## config.mk

```make
export PLATFORM = sky130hd
export DESIGN_NAME = iwce_engine
export DESIGN_NICKNAME = d
export VERILOG_FILES = /design/src/iwce_pkg.sv /design/src/iwce_engine.sv
export SDC_FILE = /design/constraint.sdc
export NUM_CORES = 1
export LEC_CHECK = 0
export BUFFER_PORTS_ARGS = -buffer_cell sky130_fd_sc_hd__buf_2
export CAP_MARGIN = 10
export CORE_UTILIZATION = 50
export DETAILED_ROUTE_END_ITERATION = 6
export HOLD_SLACK_MARGIN = 0.03
export PLACE_DENSITY_LB_ADDON = 0.25
export SETUP_SLACK_MARGIN = 0.1
export SYNTH_ARGS = -nofsm -noshare
export SYNTH_HDL_FRONTEND = slang
export SYNTH_SLANG_ARGS = --single-unit
export TNS_END_PERCENT = 10
```

## constraint.sdc

```tcl
create_clock -name clk_in -period 2.55 [get_ports clk_in]
set_input_delay 0.3825 -clock clk_in [delete_from_list [all_inputs] [get_ports clk_in]]
set_output_delay 0.3825 -clock clk_in [all_outputs]
set_load 0.01 [all_outputs]
```

## src/iwce_pkg.sv

```systemverilog
// constants shared by the wiper command engine and its bench
// assumes a single 100 MHz system clock samples the serial bus pins
package iwce_pkg;

    // ****************************************************************
    // state machine
    // ****************************************************************
    typedef enum logic [3:0] {
        ST_IDLE     = 4'h0,
        ST_CTRL     = 4'h1,
        ST_CTRL_ACK = 4'h2,
        ST_CMD      = 4'h3,
        ST_CMD_ACK  = 4'h4,
        ST_DATA     = 4'h5,
        ST_DATA_ACK = 4'h6,
        ST_TX       = 4'h7,
        ST_TX_ACK   = 4'h8,
        ST_IGNORE   = 4'h9
    } iwce_state_e;

    // ****************************************************************
    // command byte layout and operation codes
    // ****************************************************************
    localparam int         LOC_HI     = 7;
    localparam int         LOC_LO     = 4;
    localparam int         OP_HI      = 3;
    localparam int         OP_LO      = 2;
    localparam int         MSB_BIT    = 0;
    localparam logic [1:0] OP_WRITE   = 2'h0;
    localparam logic [1:0] OP_INC     = 2'h1;
    localparam logic [1:0] OP_DEC     = 2'h2;
    localparam logic [1:0] OP_READ    = 2'h3;

    // ****************************************************************
    // memory map
    // ****************************************************************
    localparam logic [3:0] LOC_WIPER_ZERO = 4'h0;
    localparam logic [3:0] LOC_WIPER_ONE  = 4'h1;
    localparam logic [3:0] LOC_TERM_CTRL  = 4'h4;
    localparam logic [3:0] LOC_STATUS     = 4'h5;

    // ****************************************************************
    // values, limits and bus constants
    // ****************************************************************
    localparam logic [8:0] WIPER_RESET   = 9'h080;
    localparam logic [8:0] TERM_RESET    = 9'h1FF;
    localparam logic [8:0] FULL_SCALE_8  = 9'h100;
    localparam logic [8:0] FULL_SCALE_7  = 9'h080;
    localparam logic [8:0] WIPER_STEP    = 9'h001;
    localparam logic [3:0] PTR_RESET     = 4'h0;
    localparam logic [3:0] BITS_PER_BYTE = 4'h8;
    localparam logic [3:0] BIT_STEP      = 4'h1;
    // control address upper six bits; value is arbitrary
    localparam logic [5:0] CTRL_ADDR_HI  = 6'h2E;
    localparam logic [6:0] HIGH_PAD      = 7'h00;
    localparam logic [7:0] STATUS_PAD    = 8'h00;

endpackage

```

## src/iwce_engine.sv

```systemverilog
// serial-bus target command engine for a two-wiper digital potentiometer
// assumes scl and sda arrive asynchronously and an open-drain bus outside
module iwce_engine (
    input  wire logic       clk_in,
    input  wire logic       reset_in,
    input  wire logic       scl_in,
    input  wire logic       sda_in,
    input  wire logic       bus_addr_bit_low_in,
    input  wire logic       high_voltage_cmd_select_in,
    input  wire logic       resolution_8bit_in,
    input  wire logic       nv_write_busy_in,
    output logic            sda_out,
    output logic            sda_oe_out,
    output logic [8:0]      wiper_zero_setting_out,
    output logic [8:0]      wiper_one_setting_out,
    output logic [8:0]      term_ctrl_out,
    output logic            hv_cmd_out
);

    // ****************************************************************
    // state
    // ****************************************************************
    typedef struct packed {
        logic [2:0]            scl_sync;
        logic [2:0]            sda_sync;
        logic [2:0]            hv_sync;
        logic [2:0]            a0_sync;
        logic                  scl;
        logic                  sda;
        logic                  hv;
        logic                  a0;
        iwce_pkg::iwce_state_e st;
        logic [3:0]            bit_cnt;
        logic [7:0]            shreg;
        logic [1:0]            cmd_op;
        logic [3:0]            ptr;
        logic                  d8;
        logic                  rw;
        logic                  low_next;
        logic                  ack_ok;
        logic                  oe;
        logic                  hv_mode;
        logic [8:0]            wiper0;
        logic [8:0]            wiper1;
        logic [8:0]            tcon;
    } iwce_state_s;

    iwce_state_s s;
    iwce_state_s next_s;
    logic        scl_rise;
    logic        scl_fall;
    logic        start_seen;
    logic        stop_seen;
    logic [8:0]  full_scale;
    logic [8:0]  rd_word;

    // a new level counts only once the second and third flops agree
    function automatic logic agreed(input logic [2:0] sync, input logic cur);
        return (sync[1] == sync[2]) ? sync[2] : cur;
    endfunction

    function automatic logic cmd_valid(input logic [3:0] loc, input logic [1:0] op,
                                       input logic busy);
        logic ok;
        ok = 1'b0;
        unique case (op)
            iwce_pkg::OP_WRITE: ok = (loc == iwce_pkg::LOC_WIPER_ZERO) ||
                                     (loc == iwce_pkg::LOC_WIPER_ONE)  ||
                                     (loc == iwce_pkg::LOC_TERM_CTRL);
            iwce_pkg::OP_INC:   ok = (loc == iwce_pkg::LOC_WIPER_ZERO) ||
                                     (loc == iwce_pkg::LOC_WIPER_ONE);
            // decrement is not carried by this engine and is refused
            iwce_pkg::OP_DEC:   ok = 1'b0;
            // status maps to nonvolatile state: no reads of it while busy
            iwce_pkg::OP_READ:  ok = (loc == iwce_pkg::LOC_WIPER_ZERO) ||
                                     (loc == iwce_pkg::LOC_WIPER_ONE)  ||
                                     (loc == iwce_pkg::LOC_TERM_CTRL)  ||
                                     (loc == iwce_pkg::LOC_STATUS && !busy);
        endcase
        return ok;
    endfunction

    // ****************************************************************
    // bus conditions
    // ****************************************************************
    // edges come straight from the synchronisers, not from next_s, so no loop
    always_comb begin
        scl_rise   = !s.scl && agreed(s.scl_sync, s.scl);
        scl_fall   = s.scl && !agreed(s.scl_sync, s.scl);
        start_seen = s.scl && agreed(s.scl_sync, s.scl) && s.sda && !agreed(s.sda_sync, s.sda);
        stop_seen  = s.scl && agreed(s.scl_sync, s.scl) && !s.sda && agreed(s.sda_sync, s.sda);
        full_scale = resolution_8bit_in ? iwce_pkg::FULL_SCALE_8 : iwce_pkg::FULL_SCALE_7;
        unique case (s.ptr)
            iwce_pkg::LOC_WIPER_ONE: rd_word = s.wiper1;
            iwce_pkg::LOC_TERM_CTRL: rd_word = s.tcon;
            iwce_pkg::LOC_STATUS:    rd_word = {iwce_pkg::STATUS_PAD, nv_write_busy_in};
            default:                 rd_word = s.wiper0;
        endcase
    end

    // ****************************************************************
    // next state
    // ****************************************************************
    always_comb begin
        next_s          = s;
        next_s.scl_sync = {s.scl_sync[1:0], scl_in};
        next_s.sda_sync = {s.sda_sync[1:0], sda_in};
        next_s.hv_sync  = {s.hv_sync[1:0], high_voltage_cmd_select_in};
        next_s.a0_sync  = {s.a0_sync[1:0], bus_addr_bit_low_in};
        next_s.scl      = agreed(s.scl_sync, s.scl);
        next_s.sda      = agreed(s.sda_sync, s.sda);
        next_s.hv       = agreed(s.hv_sync, s.hv);
        next_s.a0       = agreed(s.a0_sync, s.a0);

        if (!s.scl && next_s.scl) begin
            next_s.bit_cnt = s.bit_cnt + iwce_pkg::BIT_STEP;
        end

        if (start_seen) begin
            // restart mid byte drops the partial byte; pointer untouched
            next_s.st      = iwce_pkg::ST_CTRL;
            next_s.bit_cnt = '0;
            next_s.oe      = 1'b0;
        end else if (stop_seen) begin
            next_s.st = iwce_pkg::ST_IDLE;
            next_s.oe = 1'b0;
        end else begin
            unique case (s.st)
                iwce_pkg::ST_IDLE, iwce_pkg::ST_IGNORE: begin
                    next_s.oe = 1'b0;
                end
                iwce_pkg::ST_CTRL: begin
                    if (scl_rise) begin
                        next_s.shreg = {s.shreg[6:0], s.sda};
                    end else if (scl_fall && s.bit_cnt == iwce_pkg::BITS_PER_BYTE) begin
                        // a high-voltage level on the shared pin reads as a one
                        if (s.shreg[7:1] == {iwce_pkg::CTRL_ADDR_HI, s.a0 | s.hv}) begin
                            next_s.oe = 1'b1;
                            next_s.rw = s.shreg[0];
                            next_s.st = iwce_pkg::ST_CTRL_ACK;
                        end else begin
                            next_s.st = iwce_pkg::ST_IGNORE;
                        end
                    end
                end
                iwce_pkg::ST_CTRL_ACK: begin
                    if (scl_fall) begin
                        next_s.bit_cnt = '0;
                        if (s.rw) begin
                            // high byte first, then low byte
                            next_s.shreg    = {iwce_pkg::HIGH_PAD, rd_word[8]};
                            next_s.oe       = 1'b1;
                            next_s.low_next = 1'b1;
                            next_s.st       = iwce_pkg::ST_TX;
                        end else begin
                            next_s.oe = 1'b0;
                            next_s.st = iwce_pkg::ST_CMD;
                        end
                    end
                end
                iwce_pkg::ST_CMD: begin
                    if (scl_rise) begin
                        next_s.shreg = {s.shreg[6:0], s.sda};
                    end else if (scl_fall && s.bit_cnt == iwce_pkg::BITS_PER_BYTE) begin
                        if (cmd_valid(s.shreg[iwce_pkg::LOC_HI:iwce_pkg::LOC_LO],
                                      s.shreg[iwce_pkg::OP_HI:iwce_pkg::OP_LO],
                                      nv_write_busy_in)) begin
                            next_s.oe      = 1'b1;
                            next_s.ptr     = s.shreg[iwce_pkg::LOC_HI:iwce_pkg::LOC_LO];
                            next_s.cmd_op  = s.shreg[iwce_pkg::OP_HI:iwce_pkg::OP_LO];
                            next_s.d8      = s.shreg[iwce_pkg::MSB_BIT];
                            next_s.hv_mode = s.hv;
                            next_s.st      = iwce_pkg::ST_CMD_ACK;
                        end else begin
                            next_s.oe = 1'b0;
                            next_s.st = iwce_pkg::ST_IGNORE;
                        end
                    end
                end
                iwce_pkg::ST_CMD_ACK: begin
                    if (scl_rise && s.cmd_op == iwce_pkg::OP_INC) begin
                        // values at or above full scale, reserved ones too, hold
                        if (s.ptr == iwce_pkg::LOC_WIPER_ZERO && s.wiper0 < full_scale) begin
                            next_s.wiper0 = s.wiper0 + iwce_pkg::WIPER_STEP;
                        end
                        if (s.ptr == iwce_pkg::LOC_WIPER_ONE && s.wiper1 < full_scale) begin
                            next_s.wiper1 = s.wiper1 + iwce_pkg::WIPER_STEP;
                        end
                    end else if (scl_fall) begin
                        next_s.oe      = 1'b0;
                        next_s.bit_cnt = '0;
                        next_s.st      = (s.cmd_op == iwce_pkg::OP_WRITE) ? iwce_pkg::ST_DATA
                                                                          : iwce_pkg::ST_CMD;
                    end
                end
                iwce_pkg::ST_DATA: begin
                    if (scl_rise) begin
                        next_s.shreg = {s.shreg[6:0], s.sda};
                    end else if (scl_fall && s.bit_cnt == iwce_pkg::BITS_PER_BYTE) begin
                        next_s.oe = 1'b1;
                        next_s.st = iwce_pkg::ST_DATA_ACK;
                    end
                end
                iwce_pkg::ST_DATA_ACK: begin
                    if (scl_rise) begin
                        unique case (s.ptr)
                            iwce_pkg::LOC_WIPER_ZERO: next_s.wiper0 = {s.d8, s.shreg};
                            iwce_pkg::LOC_WIPER_ONE:  next_s.wiper1 = {s.d8, s.shreg};
                            default:                  next_s.tcon   = {s.d8, s.shreg};
                        endcase
                    end else if (scl_fall) begin
                        next_s.oe      = 1'b0;
                        next_s.bit_cnt = '0;
                        next_s.st      = iwce_pkg::ST_CMD;
                    end
                end
                iwce_pkg::ST_TX: begin
                    if (scl_fall) begin
                        if (s.bit_cnt == iwce_pkg::BITS_PER_BYTE) begin
                            next_s.oe = 1'b0;
                            next_s.st = iwce_pkg::ST_TX_ACK;
                        end else begin
                            next_s.shreg = {s.shreg[6:0], 1'b0};
                            next_s.oe    = !s.shreg[6];
                        end
                    end
                end
                iwce_pkg::ST_TX_ACK: begin
                    if (scl_rise) begin
                        next_s.ack_ok = !s.sda;
                    end else if (scl_fall) begin
                        next_s.bit_cnt = '0;
                        if (s.ack_ok) begin
                            // each acked pair re-reads the pointed word
                            next_s.shreg    = s.low_next ? rd_word[7:0]
                                                         : {iwce_pkg::HIGH_PAD, rd_word[8]};
                            next_s.oe       = s.low_next ? !rd_word[7] : 1'b1;
                            next_s.low_next = !s.low_next;
                            next_s.st       = iwce_pkg::ST_TX;
                        end else begin
                            next_s.oe = 1'b0;
                            next_s.st = iwce_pkg::ST_IGNORE;
                        end
                    end
                end
                default: begin
                    next_s.oe = 1'b0;
                    next_s.st = iwce_pkg::ST_IGNORE;
                end
            endcase
        end
    end

    always_ff @(posedge clk_in or posedge reset_in) begin
        if (reset_in) begin
            s            <= '0;
            // bus idles high: flops start there so no false edge follows reset
            s.scl_sync   <= '1;
            s.sda_sync   <= '1;
            s.scl        <= 1'b1;
            s.sda        <= 1'b1;
            s.st         <= iwce_pkg::ST_IDLE;
            s.ptr        <= iwce_pkg::PTR_RESET;
            s.wiper0     <= iwce_pkg::WIPER_RESET;
            s.wiper1     <= iwce_pkg::WIPER_RESET;
            s.tcon       <= iwce_pkg::TERM_RESET;
        end else begin
            s <= next_s;
        end
    end

    // ****************************************************************
    // outputs
    // ****************************************************************
    assign sda_out                = 1'b0;
    assign sda_oe_out             = s.oe;
    assign wiper_zero_setting_out = s.wiper0;
    assign wiper_one_setting_out  = s.wiper1;
    assign term_ctrl_out          = s.tcon;
    assign hv_cmd_out             = s.hv_mode;
endmodule

```

---- Word-level counts from Yosys, hierarchy flattened ----
Index checks and enable logic that the tools add are counted.
storage, ports and cells
  register bits after elaboration ......... 71
  bits of input ports ..................... 8
  output and inout bits ................... 30
cells by class
  $add $sub $neg .......................... 3
  magnitude comparators ................... 2
  equal/unequal tests ..................... 56
  multiplexer cells ....................... 90
  bitwise operators ....................... 5
  reduce and logical (&&, ||, !) cells .... 44
operators by type and width
  kind                                                  count
  two-way mux 8 bit                                     11
  != test 4 bit (second input constant)                 16
  two-way mux 9 bit                                     6
  two-way mux 4 bit                                     13
  two-way mux 16 bit                                    3
  two-way mux 1 bit                                     38
  one-hot mux 18 bit (2 select lines)                   1
  one-hot mux 4 bit (9 select lines)                    1
  equality test 4 x 3 -> 1 bit (second input constant)  8
  one-hot mux 8 bit (4 select lines)                    1
  two-way mux 7 bit                                     4
  two-way mux 27 bit                                    1
  one-hot mux 9 bit (3 select lines)                    1
  != test 2 bit (second input constant)                 13
  two-way mux 22 bit                                    1
  adder 9 x 1 -> 9 bit (second input constant)          2
  less-than comparator 9 bit                            2
  two-way mux 18 bit                                    1
  one-hot mux 4 bit (4 select lines)                    1
  AND reduction 16 bit                                  1
  AND reduction 7 bit                                   2
  AND reduction 13 bit                                  1
  equality test 4 x 1 -> 1 bit (second input constant)  3
  equality test 4 bit (second input constant)           3
  other kinds (29)                                      66

---- Logic depth before layout (Yosys ltp) ----
Gate-level depths: netlist (run 1).
  word-level depth ........................ 16
  depth in mapped cells ................... 9
  depth with buffers taken out ............ 8

---- Worst setup path before layout (run 1) ----
Ideal clock, no wire load.
  path type ............................... register to register
  from .................................... reg s[58] (netlist bit)
  to ...................................... reg s[51] (netlist bit)
  library setup time ...................... 0.125 ns
  data arrival time ....................... 1.927 ns
  setup slack ............................. 0.498 ns
  stages on the path, launching flop included .. 8
  period minus slack after synthesis ...... 2.052 ns
  cells stage by stage .................... dfstp_2 or3b_1 buf_2 a22oi_1 o21ai_0 o21bai_1 o311ai_2 mux2_2
between the ends
  longest elaborated chain between the ends .. 6
  elaborated cells between the ends (all ways) .. 31
  classes of those cells .................. eq/ne (16); mux (3); reduce/logical (12)
ends and longest elaborated chain
  item                                                                               RTL line                                                 text
  start, declared                                                                    iwce_engine.sv:48                                        iwce_state_s s;
  start signal, assigned                                                             iwce_engine.sv:268                                       s <= next_s;
  two-way mux 1 bit                                                                  iwce_engine.sv:59                                        return (sync[1] == sync[2]) ? sync[2] : cur;
  logical AND 1 bit / logical NOT 1 bit (equally long branches)                      iwce_engine.sv:90, iwce_engine.sv:91, iwce_engine.sv:89
  logical AND 1 bit (on tied branches)                                               iwce_engine.sv:90, iwce_engine.sv:89, iwce_engine.sv:91
  logical AND 1 bit (on tied branches)                                               --
  != test 4 bit (no source line), or another cell as far along                       --
  AND reduction 16 bit (no source line) / two-way mux 8 bit (equally long branches)  --
Several ways; a longest one is shown, not always the timed one.
A chain may end at the register's enable or synchronous reset.

---- Worst setup path in the final report (run 1) ----
  from .................................... reg s[51] (netlist bit)
  to ...................................... reg s[52] (netlist bit)
between the ends
  longest elaborated chain between the ends .. 5
  elaborated cells between the ends (all ways) .. 31
  classes of those cells .................. eq/ne (25); mux (3); reduce/logical (3)
ends and longest elaborated chain
  item                                                             RTL line            text
  equality test 4 bit / logical NOT 4 bit (equally long branches)  iwce_engine.sv:128  unique case (s.st)
  OR reduction 2 bit                                               iwce_engine.sv:128
  one-hot mux 4 bit (9 select lines)                               iwce_engine.sv:128
  two-way mux 4 bit                                                iwce_engine.sv:124  end else if (stop_seen) begin
  two-way mux 8 bit                                                iwce_engine.sv:119  if (start_seen) begin
Several ways; a longest one is shown, not always the timed one.

==> impl_metrics.env, run 1 <==
export IMPL_p_leak_nw=1.99
export IMPL_fillers=742
export IMPL_max_slew_margin_pct=55.1
export IMPL_numCtsBuffers=9
export IMPL_critPathKind="reg2reg"
export IMPL_postCtsHoldBufs=0
export IMPL_core_area_um2=8260
export IMPL_cp_cell_sequence="buf_4, nor2b_1, a22oi_1, o21ai_0, o21bai_1, o311ai_2, mux2_2"
export IMPL_async_flop_share_pct=100
export IMPL_arrival_ns=2.51
export IMPL_worst_slew_pin_slew_ns=0.666
export IMPL_die_h_um=94.5
export IMPL_register_area_um2=1800
export IMPL_synth_ff_type="dfrtp_1"
export IMPL_syn2layout_area_growth_pct=7.98
export IMPL_syn_inst=465
export IMPL_grt_pass1_vias=3322
export IMPL_place_area_um2=4400
export IMPL_die_area_um2=8940
export IMPL_antenna_cells=0
export IMPL_grt_overflow=0
export IMPL_synth_commonest_cells="dfrtp_1, nand2_1, o21ai_0"
export IMPL_synth_largest_area_cell="dfrtp_1"
export IMPL_gp_congestion=0.928
export IMPL_port_buffers=36
export IMPL_post_dp_hpwl_mm=7.71
export IMPL_dieWidth_um=94.5
export IMPL_r2r_start="s[51]"
export IMPL_cts_tree="yes"
export IMPL_status="finished clean"
export IMPL_yosys_area_top_type_share_pct=30.4
export IMPL_wire_per_inst_um=18.1
export IMPL_rr_endpoint="s[52]"
export IMPL_start_util_pct=51.8
export IMPL_routed_wl_mm=10.6
export IMPL_max_freq_ghz=0.439
export IMPL_syn_nets=479
export IMPL_r2r_slack_ns=0.27
export IMPL_synth_seq_cells=71
export IMPL_drc=0
export IMPL_ir_drop_v=0.000522
export IMPL_path_max_fanout=12
export IMPL_cp_slowest_stage_delay_ns=0.61
export IMPL_drv_slew=0
export IMPL_final_nets=492
export IMPL_synth_most_common_cell="dfrtp_1"
export IMPL_row_count=33
export IMPL_whs_ns=0.0736
export IMPL_setup_tns_ns=0
export IMPL_rsz0062_at_grt="yes"
export IMPL_setup_viol=0
export IMPL_root_buffer="clkbuf_8"
export IMPL_r2r_cells=7
export IMPL_synth_yosys_seq_area_share_pct=42.1
export IMPL_multi_input_area_um2=2130
export IMPL_avgSynthCellArea_um2=9.21
export IMPL_vias=3570
export IMPL_startpoint_type="register"
export IMPL_cpMaxStageDelayCell="dfrtp_1"
export IMPL_clock_path_buffers=2
export IMPL_drtIter0Drc=231
export IMPL_clkTransAtPathRegs_ns=0.08
export IMPL_grt_pass1_wl_mm=17.2
export IMPL_drive_above_1_share_pct=25.7
export IMPL_power_density_nw_per_um2=720
export IMPL_grtUsageTotal_pct=25.6
export IMPL_io_pins=38
export IMPL_finalCritPeriodShare_pct=89.4
export IMPL_antenna_left=0
export IMPL_endpoint_kind="register"
export IMPL_syn_area_um2=4280
export IMPL_fin_skew_ns=0.0138
export IMPL_dr_pass1_iters=5
export IMPL_maxCapViolCount=0
export IMPL_hp_class="in2async"
export IMPL_clock_sinks=71
export IMPL_stdcell_area_um2=4620
export IMPL_critPathRequiredTime_ns=2.79
export IMPL_hold_viol_final=0
export IMPL_yosys_top_cells_area="dfrtp_1, dfstp_2, mux2_2"
export IMPL_antenna_found_initial=0
export IMPL_synth_edf_count=0
export IMPL_clk_latency_ns=0.36
export IMPL_grt_max_degree=46
export IMPL_ys_types=64
export IMPL_cts_htree_levels=3
export IMPL_crit_start="s[51]"
export IMPL_min_period_ns=2.28
export IMPL_synth_warnings=0
export IMPL_avgViaCountPerCell=6.07
## how the worst max path moves through the flow
stage,to,slack [ns]
after floorplan,hv_cmd_out,0.40
after global placement,s[51],0.33
after detailed placement,s[52],0.26
after CTS,s[52],0.25
after global routing,wiper_one_setting_out[0],0.1
final,s[52],0.27
## critical path, delay by kind of cell, from the launching register on
| family | cells | cell delay, ns |
|---|---|---|
| and+or+nand+nor | 1 | 0.26 |
| AOI/OAI and AO/OA | 4 | 0.66 |
| buffers and inverters | 1 | 0.23 |
| DFF | 1 | 0.61 |
| muxes | 1 | 0.40 |
## metal layers
layer,wire length [µm],GRT usage (%),share of wire [%],up-vias
met4,297,11.6,2.8,0
met3,569,4.11,5.4,29
li1,-,-,-,1680
met1,4670,33.4,44,1710
met2,5090,41.8,48,151
met5,0,0,0,-
## registers in the layout (all words and copies together) (netlist names)
register / count
s: 34
term_ctrl_out: 9
wiper_one_setting_out: 9
hv_cmd_out: 1
wiper_zero_setting_out: 9
sda_oe_out: 1
next_s: 8
## report_power, final
group,leakage (nW),internal [mW],switching (mW)
Sequential,0.861,1.25,0.201
Combinational,1.03,0.423,0.539
Clock,0.0933,0.457,0.464
## kinds of logic after synthesis
logic type,Yosys count,synth area share (%)
multiplexers,29,7.51
XOR/XNOR,4,0.818
AO/OA/AOI/OAI,141,21.5
flip-flops,71,42.1
other,1,0.0876
adder cells (fa/ha/maj),8,2.22
AND/OR/NAND/NOR,146,17.3
buffers and inverters,65,8.47
## cells in the final DEF (no fill, tap or decap), types with 3 or more instances in the layout
cell type,n
a22o_1,3
nor2b_1,9
o31ai_1,4
a21oi_1,37
a211oi_1,4
nand2b_1,6
nor2_1,32
or3_1,3
nand4_1,6
o21a_1,5
buf_2,36
a31oi_1,6
nor3_1,5
mux2i_1,4
o22ai_1,3
dfstp_2,19
o21bai_1,3
o21ai_0,38
and2_1,3
clkbuf_8,9
or2_2,3
a21o_1,4
ha_1,6
dfrtp_1,52
a22oi_1,9
nand2_1,46
o2111ai_1,4
buf_4,15
nand3b_1,4
mux2_2,25
nand3_1,16
inv_1,14
## repair_timing
action / 4_1_cts / 5_1_grt
setup buffers: 0 / 2
resized for setup: 0 / 2
setup endpoints to repair: 0 / 11
## metrics by stage
step / total power, mW / utilization (%) / worst slack (ns) / std cells
finish: 3.33 / 56.0 / 0.271 / 588
global route: 3.52 / 56.0 / 0.0970 / 588
global placement: 2.40 / 53.3 / 0.333 / 570
CTS: 3.34 / 55.7 / 0.249 / 586
floorplan: 2.16 / - / 0.402 / 465
detailed placement: 2.41 / 53.3 / 0.263 / 570
## cell type report
cell class,instances,area share [%]
clock buffer,10,2.76
clock inverter,6,1.46
inverter,15,1.22
multi-input combinational,329,46.0
sequential,71,38.9
tap,105,2.84
timing repair buffer,52,6.77
Power figures use the tool's default switching activity.
==> run 2, diff against run 1 <==
--- a/config.mk
+++ b/config.mk
@@ -8,4 +8,5 @@
 export BUFFER_PORTS_ARGS = -buffer_cell sky130_fd_sc_hd__buf_2
 export CAP_MARGIN = 10
+export CORE_ASPECT_RATIO = 2
 export CORE_UTILIZATION = 50
 export DETAILED_ROUTE_END_ITERATION = 6
==> constraint.sdc (replaced) <==
create_clock -name clk_in -period 2.55 [get_ports clk_in]
set_input_delay 0.1275 -clock clk_in [delete_from_list [all_inputs] [get_ports clk_in]]
set_output_delay 0.1275 -clock clk_in [all_outputs]
set_load 0.01 [all_outputs]
==> impl_metrics.env, run 2 (synthesis results as in run 1) <==
export IMPL_post_cts_repair_setup_buffers=0
export IMPL_critPathRequiredTime_ns=2.75
export IMPL_final_nets=501
export IMPL_final_cell_mix="dfrtp_1, nand2_1, o21ai_0"
export IMPL_die_area_um2=8960
export IMPL_die_h_um=133
export IMPL_cp_slowest_stage_delay_ns=0.65
export IMPL_register_area_um2=1800
export IMPL_start_util_pct=51.6
export IMPL_core_area_um2=8290
export IMPL_antenna_left=0
export IMPL_drt_met1_wl_mm=4.08
export IMPL_pwr_share_comb_pct=26.7
export IMPL_endpoint_kind="register"
export IMPL_crit_top_cell="o21ai_0"
export IMPL_routed_wl_mm=12.2
export IMPL_io_pins=38
export IMPL_syn2layout_area_growth_pct=11.8
export IMPL_drc=0
export IMPL_drive_above_1_share_pct=25.8
export IMPL_grt_pass1_vias=3847
export IMPL_dr_pass1_iters=5
export IMPL_setup_viol=0
export IMPL_wire_per_inst_um=20.7
export IMPL_path_max_fanout=10
export IMPL_grt_pass1_wl_mm=19.5
export IMPL_finalCritPeriodShare_pct=91.4
export IMPL_drtIter0Drc=278
export IMPL_hold_viol_final=0
export IMPL_setup_tns_ns=0
export IMPL_rsz0062_at_grt="no"
export IMPL_p_switching_mw=1.25
export IMPL_grt_max_degree=29
export IMPL_gp_congestion=0.879
export IMPL_row_count=47
export IMPL_final_common_cell="dfrtp_1"
export IMPL_numCtsBuffers=9
export IMPL_seqPwrFrac_pct=39.2
export IMPL_maxCapViolCount=0
export IMPL_clock_path_buffers=2
export IMPL_p_leak_nw=2.07
export IMPL_clk_latency_ns=0.34
export IMPL_post_dp_hpwl_mm=9.30
export IMPL_power_density_nw_per_um2=777
export IMPL_status="finished clean"
export IMPL_ir_drop_v=0.000481
export IMPL_drv_slew=0
export IMPL_regMostFlops="s"
export IMPL_avgViaCountPerCell=6.34
export IMPL_fillers=776
export IMPL_cts_tree="yes"
export IMPL_port_buffers=36
export IMPL_antenna_found_initial=0
export IMPL_cp_cell_sequence="and3b_1, o2111ai_1, or3_1, o21ai_0, o21ai_0"
export IMPL_worst_slew_pin_slew_ns=0.709
export IMPL_finalPower_mw=3.72
export IMPL_fin_skew_ns=0.00905
export IMPL_max_freq_ghz=0.429
export IMPL_root_buffer="clkbuf_16"
export IMPL_clkPwrFrac_pct=34.2
export IMPL_dr_wl_met2_mm=6.62
export IMPL_cts_htree_levels=3
export IMPL_arrival_ns=2.53
export IMPL_swShare_pct=33.7
export IMPL_grtUsageTotal_pct=30.0
export IMPL_topRoutingLayerUsed="met4"
export IMPL_hp_class="reg2reg"
export IMPL_min_period_ns=2.33
export IMPL_dieWidth_um=67.4
export IMPL_critPathKind="reg2reg"
export IMPL_clock_sinks=71
export IMPL_max_slew_margin_pct=52.7
export IMPL_clkTransAtPathRegs_ns=0.06
export IMPL_largest_reg_flops=34
export IMPL_antenna_cells=0
export IMPL_grt_overflow=0
export IMPL_startpoint_type="register"
export IMPL_dr_wl_met3_um=492
export IMPL_intPower_mw=2.46
export IMPL_cpMaxStageDelayCell="or3_1"
export IMPL_vias=3740
export IMPL_multi_input_area_um2=2130
run 2: power by group through the flow:
stage | Combinational (mW) | Sequential, mW | Clock (mW)
2_1_floorplan | 0.798 | 1.36 | 0
3_3_place_gp | 0.965 | 1.46 | 0
3_5_place_dp | 0.975 | 1.46 | 0
4_1_cts | 0.986 | 1.45 | 1.30
5_1_grt | 1.09 | 1.48 | 1.34
6_report | 0.993 | 1.46 | 1.27
run 2: through the flow:
step / cell area, µm² / utilization [%] / cells / hold slack [ns] / worst slack (ns)
floorplan: 4280 / - / 465 / 0.132 / 0.498
global placement: 4430 / 53.4 / 569 / 0.199 / 0.206
detailed placement: 4430 / 53.4 / 569 / 0.212 / 0.138
CTS: 4780 / 57.6 / 590 / 0.351 / 0.123
global route: 4790 / 57.7 / 590 / 0.353 / 0.115
finish: 4790 / 57.7 / 590 / 0.348 / 0.220
run 2: path summary, 6_finish.rpt:
kind	startpoint	end	slack, ns	cells after the start
max	next_s[70]	wiper_one_setting_out[8]	0.22	5
min	next_s[60]	next_s[61]	0.35	0
max reg2reg	next_s[70]	wiper_one_setting_out[8]	0.22	5
min reg2reg	next_s[60]	next_s[61]	0.35	0
max in group asynchronous	reset_in	term_ctrl_out[3]	1.34	4
min in group asynchronous	reset_in	s[32]	0.40	3
run 2: critical path, delay by kind of cell, from the launching register on:
kind,cells,cell delay [ns]
flip-flops,1,0.58
AO/OA/AOI/OAI,3,0.69
AND/OR/NAND/NOR,2,0.93
run 2: timing repair:
action | 4_1_cts | 5_1_grt
resized for setup | 0 | 2
setup endpoints to repair | 0 | 9
hold buffers | 5 | 0
endpoints found under the hold margin | 25 | 0
run 2: final cells by class:
type / count / area share (%)
tap: 98 / 2.56
multi-input combinational: 329 / 44.4
inverter: 15 / 1.18
sequential: 71 / 37.6
clock inverter: 4 / 1.12
clock buffer: 12 / 5.15
timing repair buffer: 61 / 7.95
run 2: metal layers:
layer / vias up / track usage (%)
li1: 1695 / -
met1: 1834 / 28.3
met2: 145 / 51.3
met3: 66 / 7.16
met4: 0 / 25.7
met5: - / 0
==> run 3, diff against run 2 <==
- clock period: 2.55 -> 2.1 ns (I/O delays scaled with it)
==> impl_metrics.env, run 3 (synthesis results as in run 1) <==
export IMPL_numCtsBuffers=9
export IMPL_clkTransAtPathRegs_ns=0.06
export IMPL_whs_ns=0.336
export IMPL_finalPower_mw=4.86
export IMPL_antenna_cells=0
export IMPL_cts_tree="yes"
export IMPL_final_common_cell="buf_4"
export IMPL_power_density_nw_per_um2=924
export IMPL_critPathRequiredTime_ns=2.32
export IMPL_start_util_pct=51.6
export IMPL_p_leak_nw=2.35
export IMPL_arrival_ns=2.35
export IMPL_post_dp_hpwl_mm=10.4
export IMPL_endpoint_kind="register"
export IMPL_drive_above_1_share_pct=35.5
export IMPL_r2r_slack_ns=-0.03
export IMPL_crit_start="s[58]"
export IMPL_drtIter0Drc=283
export IMPL_r2r_start="s[58]"
export IMPL_grt_max_degree=50
export IMPL_hold_viol_final=0
export IMPL_routed_wl_mm=13.5
export IMPL_largest_reg_flops=34
export IMPL_ir_drop_v=0.000666
export IMPL_root_buffer="clkbuf_16"
export IMPL_grtUsageTotal_pct=33.0
export IMPL_io_pins=38
export IMPL_final_cell_mix="buf_4, dfrtp_1, nand2_1"
export IMPL_clk_latency_ns=0.34
export IMPL_path_max_fanout=6
export IMPL_antenna_found_initial=0
export IMPL_row_count=47
export IMPL_core_area_um2=8290
export IMPL_status="finished with violations"
export IMPL_rsz0062_at_grt="yes"
export IMPL_port_buffers=36
export IMPL_gp_congestion=0.966
export IMPL_antenna_left=0
export IMPL_setup_viol=3
export IMPL_grt_pass1_wl_mm=20.9
export IMPL_min_period_ns=2.13
export IMPL_setup_ws_ns=-0.0259
export IMPL_syn2layout_area_growth_pct=22.9
export IMPL_regMostFlops="s"
export IMPL_violations="negative setup slack"
export IMPL_dr_pass1_iters=5
export IMPL_fin_skew_ns=0.00903
export IMPL_clock_sinks=71
export IMPL_die_h_um=133
export IMPL_dpl_cell_count=615
export IMPL_cts_htree_levels=3
export IMPL_dieWidth_um=67.4
export IMPL_clock_path_buffers=2
export IMPL_drc=0
export IMPL_avgViaCountPerCell=6.21
export IMPL_die_area_um2=8960
export IMPL_max_freq_ghz=0.470
export IMPL_maxCapViolCount=0
export IMPL_startpoint_type="register"
export IMPL_vias=3966
export IMPL_grt_overflow=0
export IMPL_finalCritPeriodShare_pct=101
export IMPL_wire_per_inst_um=21.2
export IMPL_hp_class="in2async"
export IMPL_final_nets=550
export IMPL_fin_cells=639
export IMPL_drv_slew=0
export IMPL_critPathKind="reg2reg"
export IMPL_grt_pass1_vias=4081
==> run 3: layout make-up <==
cell class,count,area (µm²)
inverter,15,56.3
tap,98,123
fill,695,3030
timing repair buffer,110,785
sequential,71,1800
clock buffer,10,239
clock inverter,6,45.0
multi-input combinational,329,2210
==> run 3: critical path, stage by stage, from the launching register on <==
cell      delay [ns]
dfstp_2         0.56
or3b_4          0.44
buf_4           0.16
a21oi_1         0.13
nor2_1          0.07
nor2_2          0.20
o311ai_4        0.15
mux2_2          0.31
==> run 3: routing by layer <==
layer / up-vias / GRT usage (%) / routed length (µm)
li1: 1799 / - / -
met1: 1912 / 28.5 / 4330
met2: 159 / 57.8 / 7390
met3: 96 / 7.93 / 501
met4: 0 / 30.4 / 1320
met5: - / 0 / 0
==> run 3: what timing repair did <==
item / 4_1_cts / 5_1_grt
setup buffers: 2 / 1
endpoints found under the setup margin: 18 / 39
gates resized for setup: 8 / 20
endpoints found under the hold margin: 18 / 0
hold buffers: 5 / 0
pin swaps: 4 / 3
==> run 3: path summary, 6_finish.rpt <==
check	end	cells after the start
worst max-delay path	s[52]	7
worst min-delay path	next_s[60]	3
worst max register to register	s[52]	7
worst min register to register	next_s[61]	0
max in group asynchronous	term_ctrl_out[5]	4
min in group clk_in	next_s[61]	0
==> run 3: power by group <==
group / internal (mW) / switching, mW
Combinational: 0.767 / 0.947
Sequential: 1.52 / 0.183
Clock: 0.835 / 0.614
==> run 3: per-stage QoR <==
step | worst slack, ns | utilization [%] | area [µm²] | setup TNS, ns
after detailed placement | -0.0339 | 58.0 | 4810 | -0.229
after floorplan | 0.0771 | - | 4300 | 0
after global routing | -0.100 | 63.5 | 5260 | -0.861
after global placement | -0.0157 | 58.0 | 4810 | -0.0157
final | -0.0259 | 63.5 | 5260 | -0.0689
after CTS | -0.00757 | 62.6 | 5190 | -0.0268
